### config.mk
export PLATFORM = sky130hd
export DESIGN_NAME = ch34_mode_config
export DESIGN_NICKNAME = d
export VERILOG_FILES = /design/src/inc/ccmode_pkg.sv /design/src/core/ch34_mode_config.sv /design/src/core/capture_route.sv
export SDC_FILE = /design/constraint.sdc
export NUM_CORES = 1
export LEC_CHECK = 0
export BUFFER_PORTS_ARGS = -buffer_cell sky130_fd_sc_hd__buf_2
export CAP_MARGIN = 25
export CORE_MARGIN = 4
export CORE_UTILIZATION = 45
export DETAILED_ROUTE_END_ITERATION = 7
export PLACE_DENSITY = 0.67
export SLEW_MARGIN = 20
export SYNTH_ARGS = -nofsm -noshare
export SYNTH_HDL_FRONTEND = slang
export SYNTH_SLANG_ARGS = --single-unit
### constraint.sdc
create_clock -name ref_clk -period 2.45 [get_ports ref_clk]
set_input_delay 0.3675 -clock ref_clk [delete_from_list [all_inputs] [get_ports ref_clk]]
set_output_delay 0.3675 -clock ref_clk [all_outputs]
set_load 0.05 [all_outputs]
### src/inc/ccmode_pkg.sv
// ccmode_pkg: offsets, field positions, codes and carriers for the ch3/ch4 mode block
// assumes a 32-bit apb slave on a 10 MHz ref_clk
package ccmode_pkg;
	localparam logic [11:0] MODE_CFG_OFFSET = 12'h01c; // channel3_4_mode_config
	localparam logic [11:0] CTRL_OFFSET = 12'h020; // enables and trigger select
	localparam logic [11:0] STATUS_OFFSET = 12'h024; // routing and capture status
	localparam logic [31:0] MODE_CFG_RESET = 32'h0000_0000;
	localparam logic [31:0] CTRL_RESET = 32'h0000_0000;
	localparam logic [31:0] MODE_CFG_RW_MASK = 32'h0000_ffff;
	localparam int CH3_SEL_LSB = 0;
	localparam int CH3_PSC_LSB = 2;
	localparam int CH3_FE_BIT = 2;
	localparam int CH3_PE_BIT = 3;
	localparam int CH3_MODE_LSB = 4;
	localparam int CH3_FILT_LSB = 4;
	localparam int CH3_CE_BIT = 7;
	localparam int CH4_SEL_LSB = 8;
	localparam int CH4_PSC_LSB = 10;
	localparam int CH4_FE_BIT = 10;
	localparam int CH4_PE_BIT = 11;
	localparam int CH4_MODE_LSB = 12;
	localparam int CH4_FILT_LSB = 12;
	localparam int CH4_CE_BIT = 15;
	localparam int CTRL_CH3_EN_BIT = 0;
	localparam int CTRL_CH4_EN_BIT = 1;
	localparam int CTRL_TSEL_LSB = 4;
	localparam logic [2:0] TSEL_INTERNAL_MAX = 3'h3; // codes 0..3 are internal triggers
	localparam logic [2:0] PSC_COUNT_RESET = 3'h0;

	// direction selection codes
	typedef enum logic [1:0] {
		SEL_OUTPUT = 2'b00,
		SEL_OWN_INPUT = 2'b01,
		SEL_NEIGHBOUR_INPUT = 2'b10,
		SEL_INTERNAL_TRIG = 2'b11
	} dir_sel_t;

	// per-channel configuration as seen by the timer core
	typedef struct packed {
		logic isOutput;
		logic isInput;
		logic clearEn;
		logic [2:0] compareMode;
		logic preloadEn;
		logic fastEn;
		logic [3:0] inputFilter;
		logic [1:0] capturePrescaler;
	} ch_cfg_t;

	// capture route and prescaler state per channel
	typedef struct packed {
		logic captureIn;
		logic captureValid;
		logic [2:0] pscCount;
		logic capturePulse;
	} ch_cap_t;

	// events a capture prescaler must see before firing
	function automatic logic [2:0] psc_limit(input logic [1:0] code);
		case (code)
			2'b00: psc_limit = 3'h0;
			2'b01: psc_limit = 3'h1;
			2'b10: psc_limit = 3'h3;
			default: psc_limit = 3'h7;
		endcase
	endfunction
endpackage

### src/core/ch34_mode_config.sv
// ch34_mode_config: mode register for timer channels 3 and 4 behind an apb slave
// assumes apb on ref_clk; channel enables and trigger select held in a local control word
// Operation
// RULE_01: ch3 selection 00 at bits 1:0 makes channel 3 an output
// RULE_02: ch3 selection 01 captures own input, 10 captures channel 4 input
// RULE_03: ch3 selection 11 captures internal trigger, only with internal trigger source
// RULE_04: ch3 selection writable only while channel 3 is disabled
// RULE_05: ch4 selection 00 at bits 9:8 makes channel 4 an output
// RULE_06: ch4 selection 01 captures own input, 10 captures channel 3 input
// RULE_07: ch4 selection 11 captures internal trigger, only with internal trigger source
// RULE_08: ch4 selection writable only while channel 4 is disabled
// RULE_09: mode register at offset 0x1c, all fields reset to zero
// RULE_10: software keeps reserved bits 31:16 at zero
// RULE_11: ch4 output fields: clear 15, mode 14:12, preload 11, fast 10
// RULE_12: ch3 output fields: clear 7, mode 6:4, preload 3, fast 2
// RULE_13: in input mode ch3 bits 7:4 are filter, bits 3:2 prescaler
// RULE_14: prescaler 00,01,10,11 captures every 1,2,4,8 events
// RULE_15: a locked selection stays unchanged; other fields of that write still land
//
// Design decision made here: register access over APB.
`timescale 1ns/1ps
`default_nettype none
module ch34_mode_config (
	input wire logic ref_clk,
	input wire logic resetn,
	input wire logic psel,
	input wire logic penable,
	input wire logic pwrite,
	input wire logic [11:0] paddr,
	input wire logic [31:0] pwdata,
	input wire logic [3:0] pstrb,
	output logic [31:0] prdata,
	output logic pready,
	output logic pslverr,
	input wire logic timer_input_c,
	input wire logic timer_input_d,
	input wire logic internal_trigger_sig,
	output ccmode_pkg::ch_cfg_t ch3Cfg,
	output ccmode_pkg::ch_cfg_t ch4Cfg,
	output logic ch3_capture_in,
	output logic ch4_capture_in,
	output logic ch3CapturePulse,
	output logic ch4CapturePulse
);
	import ccmode_pkg::*;
	typedef struct packed {
		logic [31:0] mode;
		logic [31:0] ctrl;
		logic [31:0] rdata;
		logic ready;
		logic err;
		ch_cfg_t cfg3;
		ch_cfg_t cfg4;
		logic cap3;
		logic cap4;
		logic pulse3;
		logic pulse4;
		logic inC;
		logic inD;
		logic trg;
	} state_t;

	state_t s_d;
	state_t s_q;
	ch_cap_t cap3State;
	ch_cap_t cap4State;
	logic [31:0] wmask;
	logic [31:0] modeNew;
	logic setupPhase;
	logic accessPhase;
	logic known;
	logic ch3_channel_enable;
	logic ch4_channel_enable;
	logic [2:0] trigger_source_select;
	logic trigInternal;
	logic edgeC;
	logic edgeD;
	logic edgeT;

	// byte-lane mask from strobes, used on both writable registers
	function automatic logic [31:0] lane_mask(input logic [3:0] strb);
		lane_mask = {{8{strb[3]}}, {8{strb[2]}}, {8{strb[1]}}, {8{strb[0]}}};
	endfunction

	// decode one channel's mode word into the carrier
	function automatic ch_cfg_t decode_ch(input logic [7:0] f);
		ch_cfg_t c;
		c.isOutput = (f[1:0] == SEL_OUTPUT);
		c.isInput = (f[1:0] != SEL_OUTPUT);
		c.clearEn = f[7] & c.isOutput;
		c.compareMode = c.isOutput ? f[6:4] : 3'h0;
		c.preloadEn = f[3] & c.isOutput;
		c.fastEn = f[2] & c.isOutput;
		c.inputFilter = c.isInput ? f[7:4] : 4'h0;
		c.capturePrescaler = c.isInput ? f[3:2] : 2'h0;
		decode_ch = c;
	endfunction

	assign ch3_channel_enable = s_q.ctrl[CTRL_CH3_EN_BIT];
	assign ch4_channel_enable = s_q.ctrl[CTRL_CH4_EN_BIT];
	assign trigger_source_select = s_q.ctrl[CTRL_TSEL_LSB +: 3];
	assign trigInternal = (trigger_source_select <= TSEL_INTERNAL_MAX);
	assign edgeC = timer_input_c & ~s_q.inC;
	assign edgeD = timer_input_d & ~s_q.inD;
	assign edgeT = internal_trigger_sig & ~s_q.trg;

	// channel 3 route: own input c, neighbour d
	capture_route u_route3 (
		.ref_clk(ref_clk),
		.resetn(resetn),
		.dirSelect(s_q.mode[CH3_SEL_LSB +: 2]), // RULE_02 RULE_03
		.prescaler(s_q.mode[CH3_PSC_LSB +: 2]), // RULE_14
		.channelEnable(ch3_channel_enable),
		.trigInternal(trigInternal),
		.ownEdge(edgeC),
		.neighbourEdge(edgeD),
		.trigEdge(edgeT),
		.capState(cap3State)
	);

	// channel 4 route: own input d, neighbour c
	capture_route u_route4 (
		.ref_clk(ref_clk),
		.resetn(resetn),
		.dirSelect(s_q.mode[CH4_SEL_LSB +: 2]), // RULE_06 RULE_07
		.prescaler(s_q.mode[CH4_PSC_LSB +: 2]), // RULE_14
		.channelEnable(ch4_channel_enable),
		.trigInternal(trigInternal),
		.ownEdge(edgeD),
		.neighbourEdge(edgeC),
		.trigEdge(edgeT),
		.capState(cap4State)
	);

	// apb slave, field locks and output registers
	always_comb begin
		s_d = s_q;
		setupPhase = psel & ~penable;
		accessPhase = psel & penable & s_q.ready;
		known = (paddr == MODE_CFG_OFFSET) || (paddr == CTRL_OFFSET) ||
			(paddr == STATUS_OFFSET);
		wmask = lane_mask(pstrb);
		modeNew = (s_q.mode & ~wmask) | (pwdata & wmask & MODE_CFG_RW_MASK);
		// selection fields hold while their channel runs; other fields still land
		if (ch3_channel_enable) begin
			modeNew[CH3_SEL_LSB +: 2] = s_q.mode[CH3_SEL_LSB +: 2]; // RULE_04 RULE_15
		end
		if (ch4_channel_enable) begin
			modeNew[CH4_SEL_LSB +: 2] = s_q.mode[CH4_SEL_LSB +: 2]; // RULE_08 RULE_15
		end
		// no wait state: ready rises in the first access cycle, transfer ends next edge
		s_d.ready = setupPhase;
		s_d.err = setupPhase & ~known;
		if (setupPhase && !pwrite) begin
			case (paddr)
				MODE_CFG_OFFSET: s_d.rdata = s_q.mode; // RULE_09
				CTRL_OFFSET: s_d.rdata = s_q.ctrl;
				STATUS_OFFSET: s_d.rdata = {24'h0, cap4State.captureValid,
					cap3State.captureValid, s_q.cfg4.isInput, s_q.cfg3.isInput,
					s_q.cap4, s_q.cap3, ch4_channel_enable, ch3_channel_enable};
				default: s_d.rdata = 32'h0;
			endcase
		end else if (accessPhase) begin
			s_d.rdata = 32'h0;
		end
		if (accessPhase && pwrite) begin
			if (paddr == MODE_CFG_OFFSET) begin
				s_d.mode = modeNew; // RULE_09 RULE_11 RULE_12
			end else if (paddr == CTRL_OFFSET) begin
				s_d.ctrl = (s_q.ctrl & ~wmask) | (pwdata & wmask & 32'h0000_0073);
			end
		end
		// registered channel views for the timer core
		s_d.cfg3 = decode_ch(s_q.mode[7:0]); // RULE_01 RULE_12 RULE_13
		s_d.cfg4 = decode_ch(s_q.mode[15:8]); // RULE_05 RULE_11
		s_d.cap3 = cap3State.captureIn;
		s_d.cap4 = cap4State.captureIn;
		s_d.pulse3 = cap3State.capturePulse;
		s_d.pulse4 = cap4State.capturePulse;
		s_d.inC = timer_input_c;
		s_d.inD = timer_input_d;
		s_d.trg = internal_trigger_sig;
	end

	// state register
	always_ff @(posedge ref_clk or negedge resetn) begin
		if (!resetn) begin
			s_q <= '0;
			s_q.mode <= MODE_CFG_RESET; // RULE_09
			s_q.ctrl <= CTRL_RESET;
		end else begin
			s_q <= s_d;
		end
	end

	assign prdata = s_q.rdata;
	assign pready = s_q.ready;
	assign pslverr = s_q.err;
	assign ch3Cfg = s_q.cfg3;
	assign ch4Cfg = s_q.cfg4;
	assign ch3_capture_in = s_q.cap3;
	assign ch4_capture_in = s_q.cap4;
	assign ch3CapturePulse = s_q.pulse3;
	assign ch4CapturePulse = s_q.pulse4;
endmodule // ch34_mode_config
`default_nettype wire

### src/core/capture_route.sv
// capture_route: picks one channel's capture source and applies the capture prescaler
// assumes edges arrive as one-cycle pulses synchronous to ref_clk
`timescale 1ns/1ps
`default_nettype none
module capture_route (
	input wire logic ref_clk,
	input wire logic resetn,
	input wire logic [1:0] dirSelect,
	input wire logic [1:0] prescaler,
	input wire logic channelEnable,
	input wire logic trigInternal,
	input wire logic ownEdge,
	input wire logic neighbourEdge,
	input wire logic trigEdge,
	output ccmode_pkg::ch_cap_t capState
);
	import ccmode_pkg::*;
	ch_cap_t s_d;
	ch_cap_t s_q;
	logic edgeSeen;

	// route the chosen source; trigger route only live with an internal trigger source
	always_comb begin
		s_d = s_q;
		edgeSeen = 1'b0;
		s_d.captureValid = 1'b1;
		case (dir_sel_t'(dirSelect))
			SEL_OUTPUT: s_d.captureValid = 1'b0;
			SEL_OWN_INPUT: edgeSeen = ownEdge;
			SEL_NEIGHBOUR_INPUT: edgeSeen = neighbourEdge;
			SEL_INTERNAL_TRIG: begin
				edgeSeen = trigEdge & trigInternal;
				s_d.captureValid = trigInternal;
			end
			default: s_d.captureValid = 1'b0;
		endcase
		s_d.captureIn = edgeSeen;
		s_d.capturePulse = 1'b0;
		// prescaler is cleared while the channel is off so counts restart cleanly
		if (!channelEnable || !s_d.captureValid) begin
			s_d.pscCount = PSC_COUNT_RESET;
		end else if (edgeSeen) begin
			if (s_q.pscCount >= psc_limit(prescaler)) begin
				s_d.pscCount = PSC_COUNT_RESET;
				s_d.capturePulse = 1'b1;
			end else begin
				s_d.pscCount = s_q.pscCount + 3'h1;
			end
		end
	end

	// state register
	always_ff @(posedge ref_clk or negedge resetn) begin
		if (!resetn) begin
			s_q <= '0;
		end else begin
			s_q <= s_d;
		end
	end

	assign capState = s_q;
endmodule // capture_route
`default_nettype wire

* After elaboration in Yosys (flattened, before gate mapping)
Cells that the tools add are included.
** Storage, ports and cells
- Flip-flop bits (word level) :: 145
- Bits in latches :: 0
- RAM bits :: 0
- Memory bits (read-only) :: 0
- Bits of input ports :: 56
- Word-level logic and storage cells :: 137
- Memories kept :: 0
** Operators by class
- Add/sub/neg operators :: 2
- Multipliers :: 0
- Divide/modulo/power cells :: 0
- $lt $le $gt $ge :: 3
- Equality and inequality tests :: 13
- Shift-type cells :: 0
- Multiplexer cells :: 29
- Bitwise operators :: 28
- Reductions and logical operators :: 24
** Operators by type and width (number)
- $pmux W32 S3 :: 1
- $and A32 B32 Y32 :: 2
- $mux W32 :: 2
- $not A32 Y32 :: 1
- $or A32 B16 Y32 :: 1
- $or A32 B7 Y32 :: 1
- $mux W3 :: 10
- $eq A12 B6 Y1 const B :: 2
- $pmux W3 S3 :: 2
- $and A16 B16 Y16 :: 1
- $mux W4 :: 4
- $and A1 B1 Y1 :: 14
- $eq A12 B5 Y1 const B :: 1
- $eq A2 B2 Y1 const B :: 6
- $reduce_bool A2 Y1 :: 5
- $reduce_and A3 Y1 :: 3
- $eq A2 B1 Y1 const B :: 4
- $logic_not A2 Y1 :: 4
- $not A1 Y1 :: 8
- $add A3 B1 Y3 const B :: 2
- $ge A3 B3 Y1 :: 2
- $pmux W1 S3 :: 2
- $logic_not A1 Y1 :: 5
- $logic_or A1 B1 Y1 :: 4
- 6 further kinds :: 12

* Depth between registers and ports, before layout
Gate-level depths: netlist of run 1.
- Depth after elaboration :: 10
- Mapped depth :: 6
- Gate-level depth less buffers :: 6

* Modules after synthesis
From an unflattened synthesis of run 1, not the netlist that was laid out.
** Unflattened totals
- Cell total of the unflattened synthesis :: 523
- Area, all modules :: 6218.5 um^2
** Modules (own cells, without submodules)
- ch34_mode_config :: instances 1, cells each 443, area an instance 5482.8 um^2, sequential area each 3328.2 um^2
- capture_route :: instances 2, cells each 40, area an instance 367.9 um^2, sequential area each 150.1 um^2

* Least setup slack after synthesis of run 1
OpenSTA, ideal clock, no wires.
- Path type :: input to register
- Start point :: in paddr[7]
- End point :: reg with a tool-made name
- Arrival time :: 1892 ps
- Required time :: 2325 ps
- Path slack :: 434 ps
- Stages :: 5
- Cells stage by stage :: or4_4 nor3_2 and3_1 buf_2 mux2_2
** RTL lines
- from (decl) :: RTL line ch34_mode_config.sv:29 : input wire logic [11:0] paddr,

==> results.json, run 1 <==
{
  "number_of_endpoints_failing_setup_at_the_final_stage": 0,
  "setup-tns-final_ns": 0,
  "combPwrFrac": 0.028,
  "netlist_area_mm2": 0.00609,
  "total_leakage_power_nw": 3.74,
  "hold_slack_ns": 0.0828,
  "regToRegEndpoint": "u_route4.capState[1]$_DFFE_PN0P_",
  "seq_area_frac_synth": 0.596,
  "cts_tree": "built",
  "global_route.overflow_total": 0,
  "seq_power_share": 0.479,
  "cell_with_the_most_instances_after_synthesis": "sky130_fd_sc_hd__dfrtp_1",
  "dr.first_iter.drc_count": 216,
  "ant_nets": 0,
  "slew-limit-headroom": 0.675,
  "synth_top_cell_by_area": "sky130_fd_sc_hd__dfrtp_1",
  "io_pins": 122,
  "per_instance_average_area_after_synthesis_um2": 12.5,
  "r2r_setup_slack_ns": 0.37,
  "max-cap-violations": 0,
  "clkLatencyLatePin_ns": 0.42,
  "power.share.clock": 0.493,
  "layout_overhead_on_the_synthesized_area_pct": 15.4,
  "clock_tree_sinks": 145,
  "synthTopCellsByArea": "sky130_fd_sc_hd__dfrtp_1, sky130_fd_sc_hd__buf_4, sky130_fd_sc_hd__nor2b_1",
  "detail_route.wirelength_mm": 12.5,
  "dpl_worst_slack_ns": 0.152,
  "starting_utilization_of_the_core_area": 0.460,
  "arrival_ns": 2.43,
  "worstSetupStartpointType": "flop",
  "design_power_total_w": 0.00501,
  "dieWidth_um": 124,
  "wl_per_cell_um": 16.8,
  "gr-usage-met1": 0.217,
  "critPathMaxFanout": 6,
  "grt_setup_unrepaired": "false",
  "grt_use_met3": 0.0502,
  "min_delay_worst_endpoint": "s_q[2]$_DFF_PN0_",
  "finish.net_count": 614,
  "most_used_layer_global_route": "met2",
  "grt_first_pass_wirelength_mm": 20.9,
  "intPower_w": 0.00392,
  "synth_enable_flop_cells": 0,
  "timing_max_transition_violations_final": 0,
  "irDropWorstVdd_mv": 0.441,
  "drcViolationCount": 0,
  "fp.coreArea_mm2": 0.0132,
  "synth_commonest_cells": "sky130_fd_sc_hd__dfrtp_1, sky130_fd_sc_hd__buf_4, sky130_fd_sc_hd__nor2b_1",
  "filler_cell_count": 1152,
  "hold_vio_cnt_final": 0,
  "detailedRoute.firstPassIterationCount": 4,
  "ys_dominant_reg_cell": "sky130_fd_sc_hd__dfrtp_1",
  "cts-buffers-inserted": 17,
  "core.rowCount": 42,
  "yosys_register_bits": 145,
  "clock.fmax_mhz": 482,
  "fin_worst_skew_ns": 0.00772,
  "hold_path_stages": 1,
  "hp-start": "timer_input_c",
  "number_of_antenna_violations_at_the_first_check_in_global_routing": 2,
  "number_of_synthesis_warnings": 0,
  "port_buffers": 105,
  "finalWeightedCongestion": 0.832,
  "placement.cell_area_mm2": 0.00644,
  "status": "completed",
  "clockBufferDepth": 2,
  "worst_r2r_path_depth": 6,
  "critical_path.endpoint_type": "flop",
  "die_h_um": 124,
  "finalCritPeriodShare": 0.847,
  "grt_start_max_net_pins": 62,
  "detailedPlacementHpwl_mm": 8.49,
  "grt_pass1_vias": 4020,
  "global_route.usage.total": 0.170,
  "cts_max_level": 4,
  "worst-endpoint-required_ns": 2.80,
  "met2_usage": 0.273,
  "timing_worst_setup_path_type": "reg -> reg",
  "viasPerCell": 5.10,
  "cts_repair_resize_count": 0,
  "post_synth_inst_count": 488,
  "die-area_mm2": 0.0155,
  "vias": 3772,
  "worst_slack_ns": 0.374,
  "final_period_minus_worst_setup_slack_ns": 2.08,
  "netSwitchingPower_w": 0.00109,
  "cts.root.buffer_cell": "sky130_fd_sc_hd__clkbuf_16",
  "final_area_mm2": 0.00703,
  "clk_pin_slew_worst_paths_ns": 0.06,
  "power.density_cell_area_mw_per_mm2": 714,
  "post_synth_num_cell_types": 43,
  "timing.hold.worst.class": "in -> reg",
  "ys_async_sr_fraction": 1.00,
  "proportion_of_layout_cells_with_a_drive_suffix_above_1": 0.332,
  "mappedNetlistNets": 552,
  "max_slew.worst_pin.slew_ns": 0.487,
  "synth.top_cell.area_share": 0.596,
  "switching_share": 0.217
}
## cell families (layout without fill, tap and decap cells)
| kind of cell | Yosys count | in the layout | share of synthesized area |
|---|---|---|---|
| and+or+nand+nor | 163 | 163 | 0.167 |
| DFF | 145 | 145 | 0.596 |
| buffers and inverters | 91 | 166 | 0.0974 |
| AOI/OAI and AO/OA | 60 | 60 | 0.0841 |
| muxes | 21 | 21 | 0.0388 |
| adders and majority gates | 8 | 8 | 0.0164 |
| other | 0 | 1 | 0 |
## cell type report
type	count	area [µm²]	area share
repair buffers	121	679	0.0967
multi-input cells	252	1870	0.266
inverters	13	48.8	0.00695
flip-flops and latches	145	3630	0.516
clock buffers	21	470	0.0670
well taps	176	220	0.0313
clock inverters	11	106	0.0151
diodes	1	2.50	0.000356
## critical path: stages, from the launching register on
cell and delay, ns:
sky130_fd_sc_hd__dfrtp_1 0.44, sky130_fd_sc_hd__or2_2 0.31, sky130_fd_sc_hd__ha_1 0.28, sky130_fd_sc_hd__nand2b_1 0.15, sky130_fd_sc_hd__a31oi_1 0.38, sky130_fd_sc_hd__nor4b_1 0.31, sky130_fd_sc_hd__a31o_2 0.15
## metrics by stage
| stage | utilization | instances |
|---|---|---|
| after floorplan | - | 488 |
| after global placement | 0.486 | 706 |
| after detailed placement | 0.486 | 706 |
| after CTS | 0.530 | 739 |
| after global routing | 0.531 | 740 |
| final | 0.531 | 740 |
## what timing repair did
action                                  in CTS  in global routing
endpoints found under the setup margin       0                  0
hold endpoints to repair                    51                  0
setup buffers                                0                  0
hold buffers                                 1                  0
## power groups by stage
stage          Sequential (W)  Combinational, W  Clock (W)
2_1_floorplan         0.00245         0.0000285          0
3_3_place_gp          0.00244          0.000138          0
3_5_place_dp          0.00245          0.000142          0
4_1_cts               0.00240          0.000144    0.00252
5_1_grt               0.00240          0.000158    0.00264
6_report              0.00240          0.000140    0.00247
## cell usage in the layout, fill, tap and decap left out, types with 6 or more instances in the layout
master / count
sky130_fd_sc_hd__inv_1: 11
sky130_fd_sc_hd__and2_1: 34
sky130_fd_sc_hd__clkinvlp_4: 6
sky130_fd_sc_hd__ha_1: 8
sky130_fd_sc_hd__buf_2: 104
sky130_fd_sc_hd__or2_2: 6
sky130_fd_sc_hd__nor2_1: 11
sky130_fd_sc_hd__a221o_1: 29
sky130_fd_sc_hd__a21oi_1: 6
sky130_fd_sc_hd__clkbuf_16: 17
sky130_fd_sc_hd__nand3_1: 7
sky130_fd_sc_hd__buf_4: 13
sky130_fd_sc_hd__a22o_1: 7
sky130_fd_sc_hd__nand2_1: 8
sky130_fd_sc_hd__dfrtp_1: 145
sky130_fd_sc_hd__nor2b_1: 61
sky130_fd_sc_hd__and3_1: 9
sky130_fd_sc_hd__mux2_2: 21
## worst max-delay path by stage
stage          startpoint                               end  depth (start not counted)
2_1_floorplan    paddr[7]                              flop                          5
3_3_place_gp     paddr[7]                              flop                          6
3_5_place_dp     paddr[7]                              flop                          6
4_1_cts              flop  u_route4.capState[1]$_DFFE_PN0P_                          6
5_1_grt              flop  u_route4.capState[1]$_DFFE_PN0P_                          6
6_report             flop  u_route4.capState[1]$_DFFE_PN0P_                          6
## layer usage
| layer | wire (µm) | part of all wire |
|---|---|---|
| met5 | 7 | 0.00056 |
| met3 | 657 | 0.053 |
| met1 | 5490 | 0.44 |
| met2 | 6090 | 0.49 |
| met4 | 215 | 0.017 |
No activity file was read; power rests on OpenSTA's default activity.
==> run 2: changes to the inputs <==
- ABC_AREA: default -> 1
- PLACE_DENSITY: 0.67 -> 0.69
- clock period: 2.45 -> 1.9 ns (I/O delays scaled with it)
==> run 2 against run 1 <==
Critical path depth increased by 2. Maximum frequency increased by 27%. Flip-flop and latch count unchanged. Global-route usage increased by 1.3 points. Synthesized cell count increased by 52%. Design area increased by 7.5%. Combinational power increased by 62%. Clock skew decreased by 0.0024 ns. Non-clock buffer count unchanged. Sequential share of layout area decreased by 3.6 points. Synthesized area increased by 7.6%. Core utilization increased by 0.71 points.
==> results.json, run 2 <==
{
  "status": "completed",
  "critPathMaxFanout": 4,
  "worst_slack_ns": 0.265,
  "drcViolationCount": 0,
  "clkLatencyLatePin_ns": 0.41,
  "die_h_um": 129,
  "core.rowCount": 43,
  "ant_nets": 0,
  "grt_setup_unrepaired": "false",
  "mostFrequentLayoutCell": "sky130_fd_sc_hd__nand2_1",
  "grt_start_max_net_pins": 64,
  "slew-limit-headroom": 0.563,
  "synth.top_cell.area_share": 0.554,
  "placement.cell_area_mm2": 0.00687,
  "post_synth_inst_count": 744,
  "crit_family": "simple AND/OR/NAND/NOR gates",
  "postCtsSetupRepairBufs": 0,
  "total_leakage_power_nw": 4.22,
  "number_of_endpoints_failing_setup_at_the_final_stage": 0,
  "worst_r2r_path_depth": 8,
  "dr.first_iter.drc_count": 311,
  "post_synth_num_cell_types": 26,
  "yosys_register_bits": 145,
  "starting_utilization_of_the_core_area": 0.466,
  "cts_max_level": 4,
  "r2r_setup_slack_ns": 0.26,
  "hold_vio_cnt_final": 0,
  "fp.coreArea_mm2": 0.0140,
  "io_pins": 122,
  "critical_path.endpoint_type": "flop",
  "dieWidth_um": 129,
  "clock.fmax_mhz": 611,
  "most_used_layer_global_route": "met2",
  "final_period_minus_worst_setup_slack_ns": 1.64,
  "power.density_cell_area_mw_per_mm2": 910,
  "arrival_ns": 1.95,
  "detailedPlacementHpwl_mm": 9.71,
  "worst-endpoint-required_ns": 2.22,
  "dpl_worst_slack_ns": 0.200,
  "finish.net_count": 868,
  "global_route.overflow_total": 0,
  "viasPerCell": 4.70,
  "regToRegEndpoint": "u_route4.capState[3]$_DFFE_PN0P_",
  "ys_dominant_reg_cell": "sky130_fd_sc_hd__dfrtp_1",
  "detailedRoute.firstPassIterationCount": 4,
  "detail_route.wirelength_mm": 13.8,
  "per_instance_average_area_after_synthesis_um2": 8.80,
  "global_route.usage.total": 0.183,
  "insertedDiodeCount": 0,
  "wl_per_cell_um": 13.8,
  "layout_common_cells": "sky130_fd_sc_hd__nand2_1, sky130_fd_sc_hd__dfrtp_1, sky130_fd_sc_hd__buf_2",
  "worstSetupStartpointType": "flop",
  "gr-usage-met1": 0.246,
  "synthTopCellsByArea": "sky130_fd_sc_hd__dfrtp_1, sky130_fd_sc_hd__nand2_1, sky130_fd_sc_hd__buf_4",
  "proportion_of_layout_cells_with_a_drive_suffix_above_1": 0.219,
  "finalCritPeriodShare": 0.861,
  "synth_top_cell_by_area": "sky130_fd_sc_hd__dfrtp_1",
  "synth_enable_flop_cells": 0,
  "ys_async_sr_fraction": 1.00,
  "finalCoreUtilization": 0.538,
  "cts_tree": "built",
  "fin_worst_skew_ns": 0.00527,
  "cp_cell_sequence": "inv_1 -> nand2_1 -> ha_1 -> nand3_1 -> nand3_1 -> nor2_1 -> nand2_1 -> o21ai_0",
  "final_area_mm2": 0.00755,
  "netlist_area_mm2": 0.00655,
  "grt_first_pass_wirelength_mm": 23.7,
  "irDropWorstVdd_mv": 0.514,
  "setup-tns-final_ns": 0,
  "number_of_synthesis_warnings": 0,
  "cts-buffers-inserted": 17,
  "finalWeightedCongestion": 0.812,
  "number_of_antenna_violations_at_the_first_check_in_global_routing": 0,
  "layout_overhead_on_the_synthesized_area_pct": 15.3,
  "grt_pass1_vias": 4780,
  "cts.root.buffer_cell": "sky130_fd_sc_hd__clkbuf_16",
  "critical_path_cell_count": 8,
  "max_slew.worst_pin.slew_ns": 0.655,
  "cp_slowest_stage_delay_ns": 0.39,
  "slowest_library_cell_on_the_worst_path": "sky130_fd_sc_hd__dfrtp_1",
  "clk_pin_slew_worst_paths_ns": 0.06,
  "die-area_mm2": 0.0165,
  "vias": 4679,
  "port_buffers": 105,
  "grt_use_met3": 0.0548,
  "mappedNetlistNets": 808,
  "worstPathBufferInverterCount": 1,
  "met2_usage": 0.284,
  "clock_tree_sinks": 145,
  "cell_with_the_most_instances_after_synthesis": "sky130_fd_sc_hd__nand2_1",
  "timing.hold.worst.class": "in -> reg",
  "hold_path_stages": 3,
  "clockBufferDepth": 2,
  "timing_worst_setup_path_type": "reg -> reg",
  "timing_max_transition_violations_final": 0,
  "seq_area_frac_synth": 0.554,
  "hp-start": "pwdata[10]",
  "max-cap-violations": 0,
  "synth_commonest_cells": "sky130_fd_sc_hd__nand2_1, sky130_fd_sc_hd__dfrtp_1, sky130_fd_sc_hd__inv_1"
}
run 2: changes by cell type in the layout (fill, tap and decap cells not counted), moves of 29 or more:
cell | previous run | this run
sky130_fd_sc_hd__nand2_1 | 8 | 186
sky130_fd_sc_hd__inv_1 | 11 | 91
sky130_fd_sc_hd__nand3_1 | 7 | 77
sky130_fd_sc_hd__nor2b_1 | 61 | 0
sky130_fd_sc_hd__nor2_1 | 11 | 66
sky130_fd_sc_hd__and2_1 | 34 | 0
sky130_fd_sc_hd__a221o_1 | 29 | 0
run 2: repair_timing:
item,CTS,global route
resized for setup,0,0
hold buffers,4,0
endpoints found under the hold margin,37,0
run 2: worst max-delay path by stage:
stage,to
2_1_floorplan,s_q[123]$_DFFE_PN0P_
3_3_place_gp,flop
3_5_place_dp,flop
4_1_cts,u_route4.capState[3]$_DFFE_PN0P_
5_1_grt,u_route4.capState[3]$_DFFE_PN0P_
6_report,u_route4.capState[3]$_DFFE_PN0P_
run 2: final cells by class:
class                      count  area [µm²]
inverter                      95         357
clock buffer                  22         484
sequential                   145        3630
timing repair buffer         121         699
tap                          180         225
multi-input combinational    424        2000
fill                        1287        6490
clock inverter                 9         154
run 2: through the flow:
stage	power, W	hold WS (ns)	cells
6_report	0.00687	0.0632	996
5_1_grt	0.00713	0.0566	996
4_1_cts	0.00696	0.0431	996
3_5_place_dp	0.00338	0.205	961
3_3_place_gp	0.00338	0.204	961
2_1_floorplan	0.00323	-0.0106	744
run 2: kinds of logic (layout without fill, tap and decap cells):
| logic type | after synthesis | in the layout | synth area share |
|---|---|---|---|
| AOI/OAI and AO/OA | 46 | 46 | 0.0352 |
| xor gates and xnor gates | 2 | 2 | 0.00268 |
| adders and majority gates | 8 | 8 | 0.0153 |
| buffers and inverters | 175 | 247 | 0.140 |
| and+or+nand+nor | 368 | 368 | 0.253 |
| DFF | 145 | 145 | 0.554 |
run 2: worst reg2reg max path, delay by kind of cell, from the launching register on:
family	cells	cell delay, ns
and+or+nand+nor	5	0.51
AOI/OAI and AO/OA	1	0.20
buffers and inverters	1	0.17
DFF	1	0.39
adders and majority gates	1	0.28
run 2: power breakdown:
part           internal [W]  switching [W]  leakage [nW]
Clock               0.00233        0.00122         0.308
Sequential          0.00310     0.00000202          1.78
Combinational     0.0000654       0.000161          2.13
run 2: routing by layer:
layer	vias up	part of all wire
met5	-	0
met4	0	0.013
met3	16	0.049
met2	84	0.47
met1	2215	0.47
li1	2364	-
